### src/verilog/pwr_mode_pkg.sv
// Purpose: shared constants and types for the power mode and emulation controller
// Assumes: one 40 MHz clock, active-high asynchronous reset
// Notes:   a machine cycle is six oscillator periods, six phase enables
package pwr_mode_pkg;

	// ----------------------------------------------------------------
	// timing
	// ----------------------------------------------------------------
	localparam int PHASES_PER_MCYCLE   = 6;   // divided-clock phases per machine cycle
	localparam int RESET_MCYCLES       = 2;   // reset must be held this many machine cycles
	localparam int IDLE_RUNON_MCYCLES  = 2;   // execution allowed before reset takes over
	localparam int MC_CNT_W            = 3;   // width of phase counter
	localparam int RST_CNT_W           = 4;   // width of reset qualification counter

	localparam logic [MC_CNT_W-1:0]  PHASE_LAST     = 3'h5;
	localparam logic [RST_CNT_W-1:0] RST_HOLD_COUNT = 4'h2;
	localparam logic [RST_CNT_W-1:0] RUNON_COUNT    = 4'h2;

	// ----------------------------------------------------------------
	// pin levels and port width
	// ----------------------------------------------------------------
	localparam int PORT_W = 8;
	localparam logic STROBE_IDLE_LEVEL = 1'h1;   // strobes held high in idle
	localparam logic STROBE_PD_LEVEL   = 1'h0;   // strobes held low in power-down
	localparam logic [PORT_W-1:0] PORT_ALL_ONES = 8'hFF;

	// ----------------------------------------------------------------
	// operating modes
	// ----------------------------------------------------------------
	typedef enum logic [2:0] {
		MODE_RUN   = 3'b000,
		MODE_IDLE  = 3'b001,
		MODE_PDOWN = 3'b010,
		MODE_WAKE  = 3'b011,
		MODE_RUNON = 3'b100,
		MODE_EMUL  = 3'b101
	} mode_t;

	// normal-run pin values presented by the core
	typedef struct packed {
		logic              addr_strobe;
		logic              fetch_strobe;
		logic [PORT_W-1:0] low_port;
		logic              low_port_drive;
		logic [PORT_W-1:0] high_port;
		logic [PORT_W-1:0] high_addr;
	} core_pins_t;

	// pin values driven by the block
	typedef struct packed {
		logic              addr_strobe;
		logic              addr_strobe_oe_n;
		logic              fetch_strobe;
		logic              fetch_strobe_oe_n;
		logic [PORT_W-1:0] low_port;
		logic [PORT_W-1:0] low_port_oe_n;
		logic [PORT_W-1:0] high_port;
		logic [PORT_W-1:0] high_port_oe_n;
		logic              weak_pullup;
	} pin_out_t;

endpackage : pwr_mode_pkg
### src/verilog/power_mode_and_emulation_control.sv
// Purpose: idle, power-down and emulation mode control with pin steering
// Assumes: pins synchronous to clk; osc_input_pin is sampled, divided by two
// Notes:   processor core, RAM and register file live outside this block
`timescale 1ns/10ps

// Contract
// - idle: stop execution, keep registers and RAM
// - leave idle on reset or enabled interrupt
// - idle strobes high, low port floats externally
// - power-down strobes low, low port floats externally
// - power-down stops oscillator, no further instruction
// - power-down preserves RAM and registers
// - reset exit clears registers, keeps RAM
// - interrupt exit keeps registers and RAM
// - wake interrupts enabled and level-sensitive beforehand
// - low pin restarts oscillator, high completes exit
// - resume after power-down instruction via return
// - idle reset exit may run two cycles
// - block internal RAM during that run-on
// - emulation: float low port, weak pull-ups
// - emulation keeps oscillator running
// - emulation ends only on ordinary reset
// - oscillator input divided by two flip-flop
// - reset valid after two machine cycles held
module power_mode_and_emulation_control
	import pwr_mode_pkg::*;
#(
	parameter int PORT_WIDTH = PORT_W   // port width, documented as eight
) (
	input  wire logic                   clk,
	input  wire logic                   reset,
	input  wire logic                   osc_input_pin,
	input  wire logic                   reset_pin,
	input  wire logic                   idle_req,
	input  wire logic                   pdown_req,
	input  wire logic                   instr_done,
	input  wire logic                   irq_pending,
	input  wire logic                   ext_irq_zero_pin,
	input  wire logic                   ext_irq_one_pin,
	input  wire logic                   ext_irq_zero_level_en,
	input  wire logic                   ext_irq_one_level_en,
	input  wire logic                   ext_program_mem,
	input  wire logic                   addr_strobe_pin_in,
	input  wire logic                   program_fetch_strobe_in,
	input  wire pwr_mode_pkg::core_pins_t core_pins,
	output pwr_mode_pkg::pin_out_t      pins,
	output logic                        osc_output_pin,
	output logic                        osc_enable,
	output logic                        phase_en,
	output logic                        cpu_run,
	output logic                        ram_block,
	output logic                        sfr_reset,
	output logic                        emul_active,
	output logic [2:0]                  mode_state
);
	import pwr_mode_pkg::*;

	// ----------------------------------------------------------------
	// state
	// ----------------------------------------------------------------
	mode_t                 mode, next_mode;              // operating mode
	logic                  osc_q, next_osc_q;            // sampled oscillator input
	logic                  div2, next_div2;              // divide-by-two stage
	logic [MC_CNT_W-1:0]   phase_cnt, next_phase_cnt;    // phases within a machine cycle
	logic [RST_CNT_W-1:0]  rst_cnt, next_rst_cnt;        // reset qualification count
	logic [RST_CNT_W-1:0]  runon_cnt, next_runon_cnt;    // idle run-on count
	logic                  rst_valid, next_rst_valid;    // qualified hardware reset
	logic                  emul_req, next_emul_req;      // emulation request seen in reset
	logic                  osc_run;                      // oscillator gate this cycle
	logic                  mcycle_end;                   // last phase of a machine cycle
	logic                  wake_low;                     // a wake pin held low
	pin_out_t              next_pins;                    // pin values to register
	logic                  next_cpu_run, next_ram_block, next_sfr_reset;
	logic                  next_osc_en;                  // oscillator enable one cycle ahead

	// oscillator runs in every mode except power-down with no wake pin low;
	// a held reset pin restarts it too, else reset could never qualify there
	assign wake_low = (~ext_irq_zero_pin & ext_irq_zero_level_en)
		| (~ext_irq_one_pin & ext_irq_one_level_en);
	assign osc_run  = (mode != MODE_PDOWN) || wake_low || reset_pin;
	// one strobe per machine cycle, taken from the registered phase pulse
	assign mcycle_end = phase_en && (phase_cnt == PHASE_LAST);

	// ----------------------------------------------------------------
	// clock divider and machine cycle timing
	// ----------------------------------------------------------------
	// rising edge of the sampled input toggles the divider; duty cycle is irrelevant
	always_comb begin
		next_osc_q     = osc_input_pin;
		next_div2      = div2;
		next_phase_cnt = phase_cnt;
		if (osc_run && osc_input_pin && !osc_q) begin
			next_div2 = ~div2;
			if (phase_cnt == PHASE_LAST) begin
				next_phase_cnt = '0;
			end else begin
				next_phase_cnt = phase_cnt + 3'h1;
			end
		end
	end

	always_ff @(posedge clk or posedge reset) begin
		if (reset) begin
			osc_q     <= 1'b0;
			div2      <= 1'b0;
			phase_cnt <= '0;
		end else begin
			osc_q     <= next_osc_q;
			div2      <= next_div2;
			phase_cnt <= next_phase_cnt;
		end
	end

	// ----------------------------------------------------------------
	// reset qualification and emulation request capture
	// ----------------------------------------------------------------
	// reset counts only machine cycles, so a stopped oscillator never qualifies it
	always_comb begin
		next_rst_cnt   = rst_cnt;
		next_rst_valid = rst_valid;
		next_emul_req  = emul_req;
		if (!reset_pin) begin
			next_rst_cnt   = '0;
			next_rst_valid = 1'b0;
		end else if (mcycle_end && rst_cnt != RST_HOLD_COUNT) begin
			next_rst_cnt = rst_cnt + 4'h1;
		end else if (rst_cnt == RST_HOLD_COUNT) begin
			next_rst_valid = 1'b1;
		end
		// emulation request follows the strap while a valid reset is held
		if (rst_valid && reset_pin) begin
			next_emul_req = !addr_strobe_pin_in && program_fetch_strobe_in;
		end
	end

	always_ff @(posedge clk or posedge reset) begin
		if (reset) begin
			rst_cnt   <= '0;
			rst_valid <= 1'b0;
			emul_req  <= 1'b0;
		end else begin
			rst_cnt   <= next_rst_cnt;
			rst_valid <= next_rst_valid;
			emul_req  <= next_emul_req;
		end
	end

	// ----------------------------------------------------------------
	// mode sequencer
	// ----------------------------------------------------------------
	always_comb begin
		next_mode      = mode;
		next_runon_cnt = runon_cnt;
		unique case (mode)
			MODE_RUN: begin
				// power-down wins if both bits are written together
				if (instr_done && pdown_req) begin
					next_mode = MODE_PDOWN;
				end else if (instr_done && idle_req) begin
					next_mode = MODE_IDLE;
				end
			end
			MODE_IDLE: begin
				if (reset_pin) begin
					next_mode      = MODE_RUNON;
					next_runon_cnt = '0;
				end else if (irq_pending) begin
					next_mode = MODE_RUN;
				end
			end
			MODE_RUNON: begin
				// limited execution until reset qualifies or the window closes
				if (mcycle_end && runon_cnt != RUNON_COUNT) begin
					next_runon_cnt = runon_cnt + 4'h1;
				end
				if (!reset_pin) begin
					next_mode = MODE_RUN;
				end
			end
			MODE_PDOWN: begin
				// a held reset pin is handled by the override below
				if (wake_low) begin
					next_mode = MODE_WAKE;
				end
			end
			MODE_WAKE: begin
				// exit completes only once every wake pin is back high
				if (!wake_low) begin
					next_mode = MODE_RUN;
				end
			end
			MODE_EMUL: begin
				// strap and request inputs are ignored until a qualified reset
				next_mode = MODE_EMUL;
			end
			default: begin
				next_mode = MODE_RUN;
			end
		endcase
		// qualified reset overrides every mode; strap decides emulation on release
		if (rst_valid) begin
			next_mode = MODE_RUN;
			if (!reset_pin && emul_req && !addr_strobe_pin_in) begin
				next_mode = MODE_EMUL;
			end
		end
	end

	always_ff @(posedge clk or posedge reset) begin
		if (reset) begin
			mode      <= MODE_RUN;
			runon_cnt <= '0;
		end else begin
			mode      <= next_mode;
			runon_cnt <= next_runon_cnt;
		end
	end

	// ----------------------------------------------------------------
	// pin steering and core controls
	// ----------------------------------------------------------------
	// ports keep latched data; strobes and the low port change per mode, the high port too in idle and emulation
	always_comb begin
		next_pins.addr_strobe       = core_pins.addr_strobe;
		next_pins.addr_strobe_oe_n  = 1'b0;
		next_pins.fetch_strobe      = core_pins.fetch_strobe;
		next_pins.fetch_strobe_oe_n = 1'b0;
		next_pins.low_port          = core_pins.low_port;
		next_pins.low_port_oe_n     = core_pins.low_port_drive ? '0 : PORT_ALL_ONES;
		next_pins.high_port         = core_pins.high_port;
		next_pins.high_port_oe_n    = '0;
		next_pins.weak_pullup       = 1'b0;
		// controls except sfr_reset follow the next mode, so they move together with mode_state
		next_cpu_run   = (next_mode == MODE_RUN)
			|| (next_mode == MODE_RUNON && next_runon_cnt != RUNON_COUNT);
		next_ram_block = (next_mode == MODE_RUNON);
		next_sfr_reset = rst_valid;
		next_osc_en    = (next_mode != MODE_PDOWN) || wake_low || reset_pin;
		unique case (next_mode)
			MODE_IDLE: begin
				next_pins.addr_strobe  = STROBE_IDLE_LEVEL;
				next_pins.fetch_strobe = STROBE_IDLE_LEVEL;
				if (ext_program_mem) begin
					next_pins.low_port_oe_n = PORT_ALL_ONES;
					next_pins.high_port     = core_pins.high_addr;
				end
			end
			MODE_PDOWN, MODE_WAKE: begin
				// register file and RAM simply see no clock or writes here
				next_pins.addr_strobe  = STROBE_PD_LEVEL;
				next_pins.fetch_strobe = STROBE_PD_LEVEL;
				if (ext_program_mem) begin
					next_pins.low_port_oe_n = PORT_ALL_ONES;
				end
			end
			MODE_EMUL: begin
				// released strobes and ports idle high through weak pull-ups
				next_pins.addr_strobe       = 1'b1;
				next_pins.addr_strobe_oe_n  = 1'b1;
				next_pins.fetch_strobe      = 1'b1;
				next_pins.fetch_strobe_oe_n = 1'b1;
				next_pins.low_port_oe_n     = PORT_ALL_ONES;
				next_pins.high_port         = PORT_ALL_ONES;
				next_pins.high_port_oe_n    = PORT_ALL_ONES;
				next_pins.weak_pullup       = 1'b1;
			end
			default: begin
			end
		endcase
	end

	// every output is registered; mode and controls take next-cycle values, sfr_reset follows rst_valid a cycle later
	always_ff @(posedge clk or posedge reset) begin
		if (reset) begin
			pins           <= '0;
			osc_output_pin <= 1'b1;
			osc_enable     <= 1'b1;
			phase_en       <= 1'b0;
			cpu_run        <= 1'b0;
			ram_block      <= 1'b0;
			sfr_reset      <= 1'b0;
			emul_active    <= 1'b0;
			mode_state     <= 3'h0;
		end else begin
			pins           <= next_pins;
			osc_output_pin <= ~(osc_input_pin & osc_run);                  // inverting amplifier
			osc_enable     <= next_osc_en;
			phase_en       <= next_div2 ^ div2;                            // one pulse per toggle
			cpu_run        <= next_cpu_run;
			ram_block      <= next_ram_block;
			sfr_reset      <= next_sfr_reset;
			emul_active    <= (next_mode == MODE_EMUL);
			mode_state     <= next_mode;
		end
	end

endmodule : power_mode_and_emulation_control

### config.mk
export PLATFORM = sky130hd
export DESIGN_NAME = power_mode_and_emulation_control
export DESIGN_NICKNAME = d
export VERILOG_FILES = /design/src/verilog/pwr_mode_pkg.sv /design/src/verilog/power_mode_and_emulation_control.sv
export SDC_FILE = /design/constraint.sdc
export NUM_CORES = 1
export LEC_CHECK = 0
export BUFFER_PORTS_ARGS = -buffer_cell sky130_fd_sc_hd__buf_2
export CORE_ASPECT_RATIO = 1.1
export CORE_MARGIN = 1.5
export CORE_UTILIZATION = 40
export CTS_CLUSTER_DIAMETER = 30
export DETAILED_ROUTE_END_ITERATION = 16
export PLACE_DENSITY = 0.72
export SLEW_MARGIN = 30
export SYNTH_ARGS = -nofsm -noshare
export SYNTH_HDL_FRONTEND = slang
export SYNTH_SLANG_ARGS = --single-unit
### constraint.sdc
create_clock -name clk -period 1.8 [get_ports clk]
set_input_delay 0.09 -clock clk [delete_from_list [all_inputs] [get_ports clk]]
set_output_delay 0.09 -clock clk [all_outputs]
set_load 0.02 [all_outputs]
### Word-level counts from Yosys, hierarchy flattened

Cells that the tools add are included.

* flip-flop bits (word level): 61
* latch bits: 0
* bits in writable memories: 0
* ROM bits: 0
* input bits: 42
* output and inout bits: 47
* word-level logic and storage cells: 109
* memories kept: 0

* add/subtract/negate cells: 3
* multipliers: 0
* divide/modulo/power cells: 0
* magnitude comparators: 0
* equality and inequality tests: 20
* shift-type cells: 0
* multiplexer cells: 29
* bitwise gates (word level): 9
* reduce and logical (&&, ||, !) cells: 25

Operator list (count)
* $mux 3: 10
* $pmux 8 s3: 1
* $pmux 3 s6: 1
* $mux 16: 1
* $mux 4: 4
* $mux 8: 2
* $pmux 8 s2: 1
* $eq 3x3->1 const B: 5
* $eq 3x2->1 const B: 4
* $logic_and 1x1->1: 12
* $ne 4x2->1 const B: 3
* $mux 9: 1
* $add 4x1->4 const B: 2
* $pmux 4 s2: 1
* $eq 3x1->1 const B: 2
* $logic_not 3->1: 2
* $ne 3x2->1 const B: 2
* $logic_or 1x1->1: 5
* $mux 1: 5
* $eq 4x2->1 const B: 1
* $ne 2x1->1 const B: 2
* $not 1->1: 4
* $pmux 1 s2: 2
* $reduce_or 2->1: 2
* 7 further kinds: 11

### Longest topological paths before layout

Gate-level depths: netlist of run 1.

* word-level depth: 9
* gate-level depth with buffers: 7
* gate-level depth less buffers: 7

### Least setup slack after synthesis of run 1

No wires, ideal clock.

* path type: register -> register
* start: register, netlist name mode_state[2]
* end: register phase_cnt[1]
* setup time: 0.127 ns
* data arrival time: 1.771 ns
* data required time: 1.673 ns
* slack: -0.098 ns
* cell stages (with the launch flop): 6
* path buffers: 0
* period minus slack after synthesis: 1.898 ns
* cells stage by stage: dfrtp_1 > or4b_1 > o31ai_4 > nor2_2 > nand2_1 > mux2_1

RTL lines
* to (signal assigned): RTL line power_mode_and_emulation_control.sv:110 `phase_cnt <= next_phase_cnt;`
* to (decl): RTL line power_mode_and_emulation_control.sv:64 `logic [MC_CNT_W-1:0] phase_cnt, next_phase_cnt;`

==> results of run 1 <==
## cell usage after synthesis (all sizes together), types with 3 or more instances
master	number
nand2	8
inv	6
dfrtp	41
and2	4
nor2b	7
nor2	7
o21ai	6
ha	4
o31ai	6
o31a	3
buf	21
o21a	4
o22a	8
## area by class of cell
type                       instances  share of cell area
clock inverter                     2              0.0133
inverter                           6             0.00796
multi-input combinational         96               0.278
clock buffer                       6              0.0257
sequential                        43               0.383
tap                               56              0.0248
timing repair buffer             122               0.267
## stage by stage
stage | hold slack [ps] | setup TNS (ps) | instances | util | area (um^2)
after floorplan | 121 | 0 | 167 | - | 2010
after global placement | 112 | -51.2 | 301 | 0.521 | 2460
after global routing | 12.2 | -127 | 331 | 0.599 | 2830
final | 10.6 | -51.7 | 331 | 0.599 | 2830
after CTS | 0.626 | -9.18 | 330 | 0.589 | 2780
after detailed placement | 120 | -67.7 | 301 | 0.521 | 2460
## logic make-up (layout without fill, tap and decap cells)
kind of cell / count (synthesis) / in the layout / share of synthesized area
adders and majority gates: 4 / 4 / 0.0250
xor gates and xnor gates: 4 / 4 / 0.0175
AOI/OAI and AO/OA: 41 / 41 / 0.181
DFF: 43 / 43 / 0.540
and+or+nand+nor: 45 / 45 / 0.133
buffers and inverters: 28 / 136 / 0.0927
muxes: 2 / 2 / 0.0113
## final timing paths
kind                          startpoint              to  slack [ps]
max                        mode_state[2]    phase_cnt[2]         -30
min                        core_pins[14]        pins[15]          10
max reg2reg                mode_state[2]    phase_cnt[2]         -30
min reg2reg                     emul_req        emul_req         500
max in group asynchronous          reset   mode_state[0]         960
min in group asynchronous          reset  next_sfr_reset         330
## where the power goes
group / total (uW) / switching, uW / internal, uW
clock: 742 / 328 / 414
sequential: 1320 / 161 / 1160
combinational: 1290 / 705 / 583
total: 3350 / 1190 / 2160
## sequential cells by signal, summed over array words and instances, names as in the netlist
signal,flops
next_sfr_reset,1
cpu_run,1
rst_cnt,4
runon_cnt,4
phase_en,1
ram_block,1
emul_req,1
phase_cnt,3
mode_state,3
pins,20
sfr_reset,1
osc_output_pin,1
osc_q,1
osc_enable,1
## placed cells by master, fill, tap and decap left out, types with 2 or more instances in the layout
cell / n
buf_2: 88
dfrtp_1: 38
dlygate4sd3_1: 19
buf_4: 14
o22a_1: 8
nor2b_1: 7
nand2_1: 7
nor2_1: 6
clkbuf_8: 5
inv_1: 4
ha_1: 4
o31ai_1: 3
o21ai_1: 3
o21ai_0: 3
o21a_1: 3
and2_1: 3
dfrtp_2: 3
o31a_1: 2
o31ai_2: 2
nor3_1: 2
nand4_1: 2
xnor2_1: 2
mux2_4: 2
xor2_1: 2
dfstp_2: 2
## per-layer routing
layer  share of wire  routed length (um)  up-vias  GRT usage
li1                -                   -      794          -
met1            0.42                1930      779      0.204
met2            0.50                2280       66      0.294
met3           0.057                 263       12     0.0355
met4           0.025                 117        0     0.0923
met5               0                   0        -          0
## timing repair
item | 4_1_cts | 5_1_grt
setup endpoints to repair | 3 | 11
hold buffers | 19 | 0
buffers inserted | 2 | 1
cloned | 0 | 0
endpoints found under the hold margin | 32 | 0
resized for setup | 2 | 9
pin swaps | 0 | 4
==> metrics.txt, run 1 <==
Setup CP Type reg2reg; Layout fillers 388; Die X 70.4 um; total track usage 0.174; Hold WC Path Type in2reg; Detailed Routing Iterations Pass 1 4; per-cell routed wire length 13.9 um; clock root cell clkbuf_8; drt drc 0; area delta synth->final 41.5%; first-pass GRT wire length 7.37 mm; Worst VDD drop 0.703 mV; Final nets 320; CTS tree done; Final Hold Fails 0; H-tree depth 2; FF-to-FF path depth 5; pre-CTS WS -58.8 ps; gpl congestion 0.912; Top Family by Delay on Critical Path simple AND/OR/NAND/NOR gates; register area 1080 um^2; Final Slew Violations 0; total design power 3350 uW; Period minus WS final 1830 ps; final setup fails 2; I/O pin total 89; CP max stage cell or4b_4; initial antenna violation count 0; dominant cells by area after synthesis dfrtp_1 51%, buf_4 7.1%, o22a_1 3.5%; fraction of registers with async set/reset 1.00; Worst Tran Pin Value 626 ps; post-route clock period utilization 1.02; Worst-path clk slew 90 ps; area of the core 4720 um^2; worst-skew pair later-pin latency 300 ps; LEAKAGE 0.00139 uW; Vias per Instance 4.99; Yosys cell types 56; Vias 1651; top_reg_cell synth dfrtp_1; Diodes inserted 0; cell count after synthesis 167; Synth Warn # 0; fmax 0.547 GHz; GRT overflow 0; Rel. slew slack 0.580; # port buffers 88; Buffers & Inverters on Critical Path 0; RSZ-0062 raised after global routing true; skew final 12.7 ps; Final Worst Setup Slack -27.7 ps; TritonCTS Sinks 43; syn_area_per_cell 12.0 um^2; Critical Path End Type flop; Multi-input gate area 787 um^2; failing checks negative setup slack; sequential share of the synthesized area 0.540; Post-synth EDFFs 0; Largest stage delay, worst path 540 ps; area leader, netlist dfrtp_1; vias in the first global route 1649; Synth Net Count 213; largest fanout on the critical path 6; mapped cell area 2000 um^2; Worst Hold Depth 2; share of cells above drive strength 1 0.502; CP Data Required Time 1980 ps; Final Routed Wirelength 4.60 mm; crit path cell chain or4b_4, o31ai_4, nor2_2, nand2_2, mux2_4; number of DRC markers in iteration 0 25; total CTS buffers 5; Initial Util 0.424; Critical Path AT 2010 ps; number of core rows 26; CP startpoint kind flop; Stages on worst setup path 5; post-synthesis register bit count 43; ANT nets after route 0; Yosys top cell area share 0.513; post-detail-place hpwl 3.27 mm; outcome finished with violations; Max Root-Sink Buffers 2; PD cells 1190 nW/um^2; Max-cap violations 0; die area 5430 um^2; Die Y 77.1 um; largest net degree at the start of global routing 28
(Power assumes the default switching activity.)
==> run 2, diff against run 1 <==
--- a/config.mk
+++ b/config.mk
@@ -9,9 +9,10 @@
 export CORE_ASPECT_RATIO = 1.1
 export CORE_MARGIN = 1.5
 export CORE_UTILIZATION = 40
+export CTS_BUF_LIST = sky130_fd_sc_hd__clkbuf_8
 export CTS_CLUSTER_DIAMETER = 30
 export DETAILED_ROUTE_END_ITERATION = 16
-export PLACE_DENSITY = 0.72
+export PLACE_DENSITY = 0.77
 export SLEW_MARGIN = 30
 export SYNTH_ARGS = -nofsm -noshare
 export SYNTH_HDL_FRONTEND = slang
==> metrics.txt, run 2 (synthesis gave the netlist of run 1 again) <==
Die X 70.4 um; TNS Setup 0 ps; Period minus WS final 1790 ps; fmax 0.557 GHz; Flop pwr share 0.402; Critical Path End Type flop; skew final 9.14 ps; CP max stage cell or4b_4; share of cells above drive strength 1 0.513; most common library cell in the layout ignoring fill and taps buf_2; Final Worst Setup Slack 6.25 ps; area of the core 4720 um^2; Detailed Routing Iterations Pass 1 4; Largest stage delay, worst path 540 ps; crit path cell chain or4b_4, o31ai_4, nor2_2, nand2_2, mux2_4; largest fanout on the critical path 8; Top Family by Delay on Critical Path simple AND/OR/NAND/NOR gates; Max-cap violations 0; pre-CTS WS -11.7 ps; total track usage 0.175; final setup fails 0; Buffers & Inverters on Critical Path 0; CTS tree done; CP startpoint kind flop; Pint 2060 uW; Clk network pwr share 0.200; Initial Util 0.424; Vias 1679; GRT overflow 0; Critical Path AT 1980 ps; Layout fillers 398; # port buffers 88; register area 1080 um^2; first-pass GRT wire length 7.47 mm; Diodes inserted 0; post-route clock period utilization 0.997; final design utilization 0.594; largest net degree at the start of global routing 44; initial antenna violation count 0; CP Data Required Time 1990 ps; max reg flops 20; most frequent cells in the layout 88 x buf_2, 38 x dfrtp_1, 18 x dlygate4sd3_1, 15 x buf_4, 8 x o22a_1; sw frac 0.376; Worst VDD drop 1.01 mV; RSZ-0062 raised after global routing true; Vias per Instance 5.07; outcome completed; Final Slew Violations 0; Die Y 77.1 um; total CTS buffers 5; Rel. slew slack 0.642; area delta synth->final 40.3%; Biggest register pins; Hold WC Path Type in2reg; vias in the first global route 1666; Multi-input gate area 786 um^2; Final Hold Fails 0; I/O pin total 89; Worst Tran Pin Value 537 ps; worst-skew pair later-pin latency 300 ps; Worst-path clk slew 90 ps; TritonCTS Sinks 43; per-cell routed wire length 14.9 um; H-tree depth 2; Setup CP Type reg2reg; Sw Pwr 1240 uW; Final nets 320; number of core rows 26; Final Routed Wirelength 4.93 mm; Max Root-Sink Buffers 2; gpl congestion 0.766; LEAKAGE 0.00138 uW; die area 5430 um^2; post-detail-place hpwl 3.21 mm; largest registers pins: 20 flops, rst_cnt: 4 flops, runon_cnt: 4 flops; number of DRC markers in iteration 0 54; PD cells 1180 nW/um^2; combinational share of power 0.398; ANT nets after route 0; clock root cell clkbuf_8; drt drc 0
[run 2: cell types whose count changed in the layout (fill, tap and decap cells not counted), sizes merged]
| cell | previous run | this run |
|---|---|---|
| bufinv | 1 | 0 |
| clkinv | 1 | 2 |
| dlygate4sd3 | 19 | 18 |
| buf | 103 | 104 |
[run 2: final cells by class]
class,count,share of cell area
Clock buffer,6,0.0295
Tap cell,56,0.0250
Multi-Input combinational cell,96,0.280
Timing Repair Buffer,122,0.266
Sequential cell,43,0.386
Inverter,6,0.00803
Clock inverter,2,0.00580
[run 2: routing by layer]
metal	up-vias	routed length, um	global-route usage
met5	-	0	0
met4	0	101	0.0769
met3	9	287	0.0447
met2	62	2530	0.295
met1	816	2010	0.209
li1	792	-	-
[run 2: timing repair]
action	4_1_cts	5_1_grt
hold buffers	15	3
buffers inserted	4	1
gates resized for setup	3	10
gates cloned	0	0
setup endpoints to repair	2	13
hold endpoints to repair	55	3
pin swaps	2	2
[run 2: through the flow]
step                hold slack [ps]  area, um^2  instances  power, uW
global route                   5.05        2800        331       3470
global placement                199        2440        300       2460
finish                         10.4        2800        331       3300
detailed placement              199        2440        300       2490
floorplan                       121        2010        167       2170
CTS                           0.291        2730        327       3230
[run 2: final timing paths]
kind                               startpoint             to  slack, ps  cells past startpoint
worst min register to register       emul_req       emul_req        490                      2
max in group asynchronous               reset  mode_state[0]        940                      4
worst min-delay path            core_pins[26]       pins[36]         10                      2
worst max register to register  mode_state[0]   phase_cnt[1]          6                      5
min in group asynchronous               reset       pins[31]        470                      4
worst max-delay path            mode_state[0]   phase_cnt[1]          6                      5
[run 2: power by group through the flow]
stage / combinational (uW) / sequential (uW) / clock (uW)
2_1_floorplan: 690 / 1480 / 0
3_3_place_gp: 1130 / 1330 / 0
3_5_place_dp: 1140 / 1340 / 0
4_1_cts: 1250 / 1310 / 672
5_1_grt: 1410 / 1350 / 706
6_report: 1310 / 1330 / 660
==> run 3, diff against run 2 <==
--- a/config.mk
+++ b/config.mk
@@ -10,9 +10,10 @@
 export CORE_MARGIN = 1.5
 export CORE_UTILIZATION = 40
 export CTS_BUF_LIST = sky130_fd_sc_hd__clkbuf_8
-export CTS_CLUSTER_DIAMETER = 30
+export CTS_CLUSTER_DIAMETER = 80
 export DETAILED_ROUTE_END_ITERATION = 16
-export PLACE_DENSITY = 0.77
+export MAX_ROUTING_LAYER = met4
+export PLACE_DENSITY = 0.75
 export SLEW_MARGIN = 30
 export SYNTH_ARGS = -nofsm -noshare
 export SYNTH_HDL_FRONTEND = slang
==> constraint.sdc (replaced) <==
create_clock -name clk -period 1.9 [get_ports clk]
set_input_delay 0.095 -clock clk [delete_from_list [all_inputs] [get_ports clk]]
set_output_delay 0.095 -clock clk [all_outputs]
set_load 0.02 [all_outputs]
==> metrics.txt, run 3 (synthesis gave the netlist of run 1 again) <==
worst-skew pair later-pin latency 300 ps; Final nets 316; fmax 0.535 GHz; I/O pin total 89; per-cell routed wire length 13.9 um; Critical Path End Type flop; first-pass GRT wire length 7.28 mm; RSZ-0062 raised after global routing true; Detailed Routing Iterations Pass 1 4; area delta synth->final 37.4%; fin cells 327; Worst-path clk slew 80 ps; Vias per Instance 4.92; LEAKAGE 0.00136 uW; sw frac 0.363; vias in the first global route 1568; Diodes inserted 0; dpl cell area 2410 um^2; Worst Tran Pin Value 535 ps; total CTS buffers 5; gpl congestion 0.832; Initial Util 0.424; skew final 7.20 ps; post-detail-place hpwl 3.19 mm; PD cells 1110 nW/um^2; Cells after DPL 297; Clk network pwr share 0.208; Die X 70.4 um; initial antenna violation count 0; largest fanout on the critical path 7; largest registers pins: 20 flops, rst_cnt: 4 flops, runon_cnt: 4 flops; Worst Hold Depth 2; Hold WC Path Type in2reg; CP Data Required Time 2090 ps; Sw Pwr 1110 uW; share of cells above drive strength 1 0.469; clock root cell clkbuf_8; die area 5430 um^2; Setup CP Type reg2reg; total track usage 0.178; GRT overflow 0; Biggest register pins; ANT nets after route 0; area of the core 4720 um^2; max reg flops 20; post-route clock period utilization 0.983; total design power 3060 uW; most frequent cells in the layout 88 x buf_2, 39 x dfrtp_1, 20 x dlygate4sd3_1, 10 x buf_4, 8 x o22a_1; TNS Setup 0 ps; FF-to-FF path depth 5; TritonCTS Sinks 43; Final Worst Setup Slack 32.4 ps; Max Root-Sink Buffers 2; Period minus WS final 1870 ps; number of DRC markers in iteration 0 72; combinational share of power 0.385; Final Slew Violations 0; Flop pwr share 0.407; number of core rows 26; Critical Path AT 2050 ps; Final Routed Wirelength 4.55 mm; fin area 2750 um^2; Vias 1608; Pint 1950 uW; CTS tree done; H-tree depth 2; largest net degree at the start of global routing 44; CP startpoint kind flop; final setup fails 0; pre-CTS WS 36.5 ps; Final Hold Fails 0; Rel. slew slack 0.643; Worst VDD drop 0.631 mV; drt drc 0; outcome completed; Max-cap violations 0; # port buffers 88; Die Y 77.1 um; most common library cell in the layout ignoring fill and taps buf_2
-- run 3: what timing repair did --
action,in CTS,in global routing
setup buffers,0,2
resized for setup,0,7
endpoints found under the hold margin,60,1
endpoints found under the setup margin,0,13
hold buffers,19,1
-- run 3: layout make-up --
class                   count  area (um^2)
clock buffers               7         96.3
multi-input cells          96          753
fillers                   407         1970
clock inverters             1         7.51
repair buffers            118          716
inverters                   6         22.5
well taps                  56         70.1
flip-flops and latches     43         1080
-- run 3: power groups by stage --
stage,Combinational (uW),Sequential (uW),Clock (uW)
5_1_grt,1280,1270,697
3_3_place_gp,1080,1240,0
2_1_floorplan,645,1390,0
3_5_place_dp,1090,1250,0
6_report,1180,1240,638
4_1_cts,1120,1230,656
-- run 3: final timing paths --
| path | endpoint | startpoint | slack (ps) |
|---|---|---|---|
| worst max-delay path | phase_cnt[2] | mode_state[0] | 30 |
| worst min-delay path | pins[36] | core_pins[26] | 20 |
| worst max register to register | phase_cnt[2] | mode_state[0] | 30 |
| worst min register to register | emul_req | emul_req | 490 |
| max in group asynchronous | mode_state[2] | reset | 1050 |
| min in group asynchronous | pins[15] | reset | 450 |
-- run 3: routing by layer --
| metal | vias to the layer above | track usage | wire length, um |
|---|---|---|---|
| li1 | 784 | - | - |
| met1 | 758 | 0.209 | 1910 |
| met2 | 58 | 0.284 | 2290 |
| met3 | 8 | 0.0499 | 266 |
| met4 | 0 | 0.0750 | 82 |
| met5 | - | - | 0 |
-- run 3: stage by stage --
stage                     hold WS [ps]  utilization
after floorplan                    126            -
after global placement             205        0.510
after detailed placement           206        0.510
after CTS                        0.333        0.572
after global routing              6.77        0.582
final                             17.5        0.582
-- run 3: worst max-delay path, stage by stage (launching register included) --
cell	delay [ps]
dfrtp_2	450
or4b_4	560
o31ai_4	260
nor2_2	100
nand2_2	100
mux2_4	300
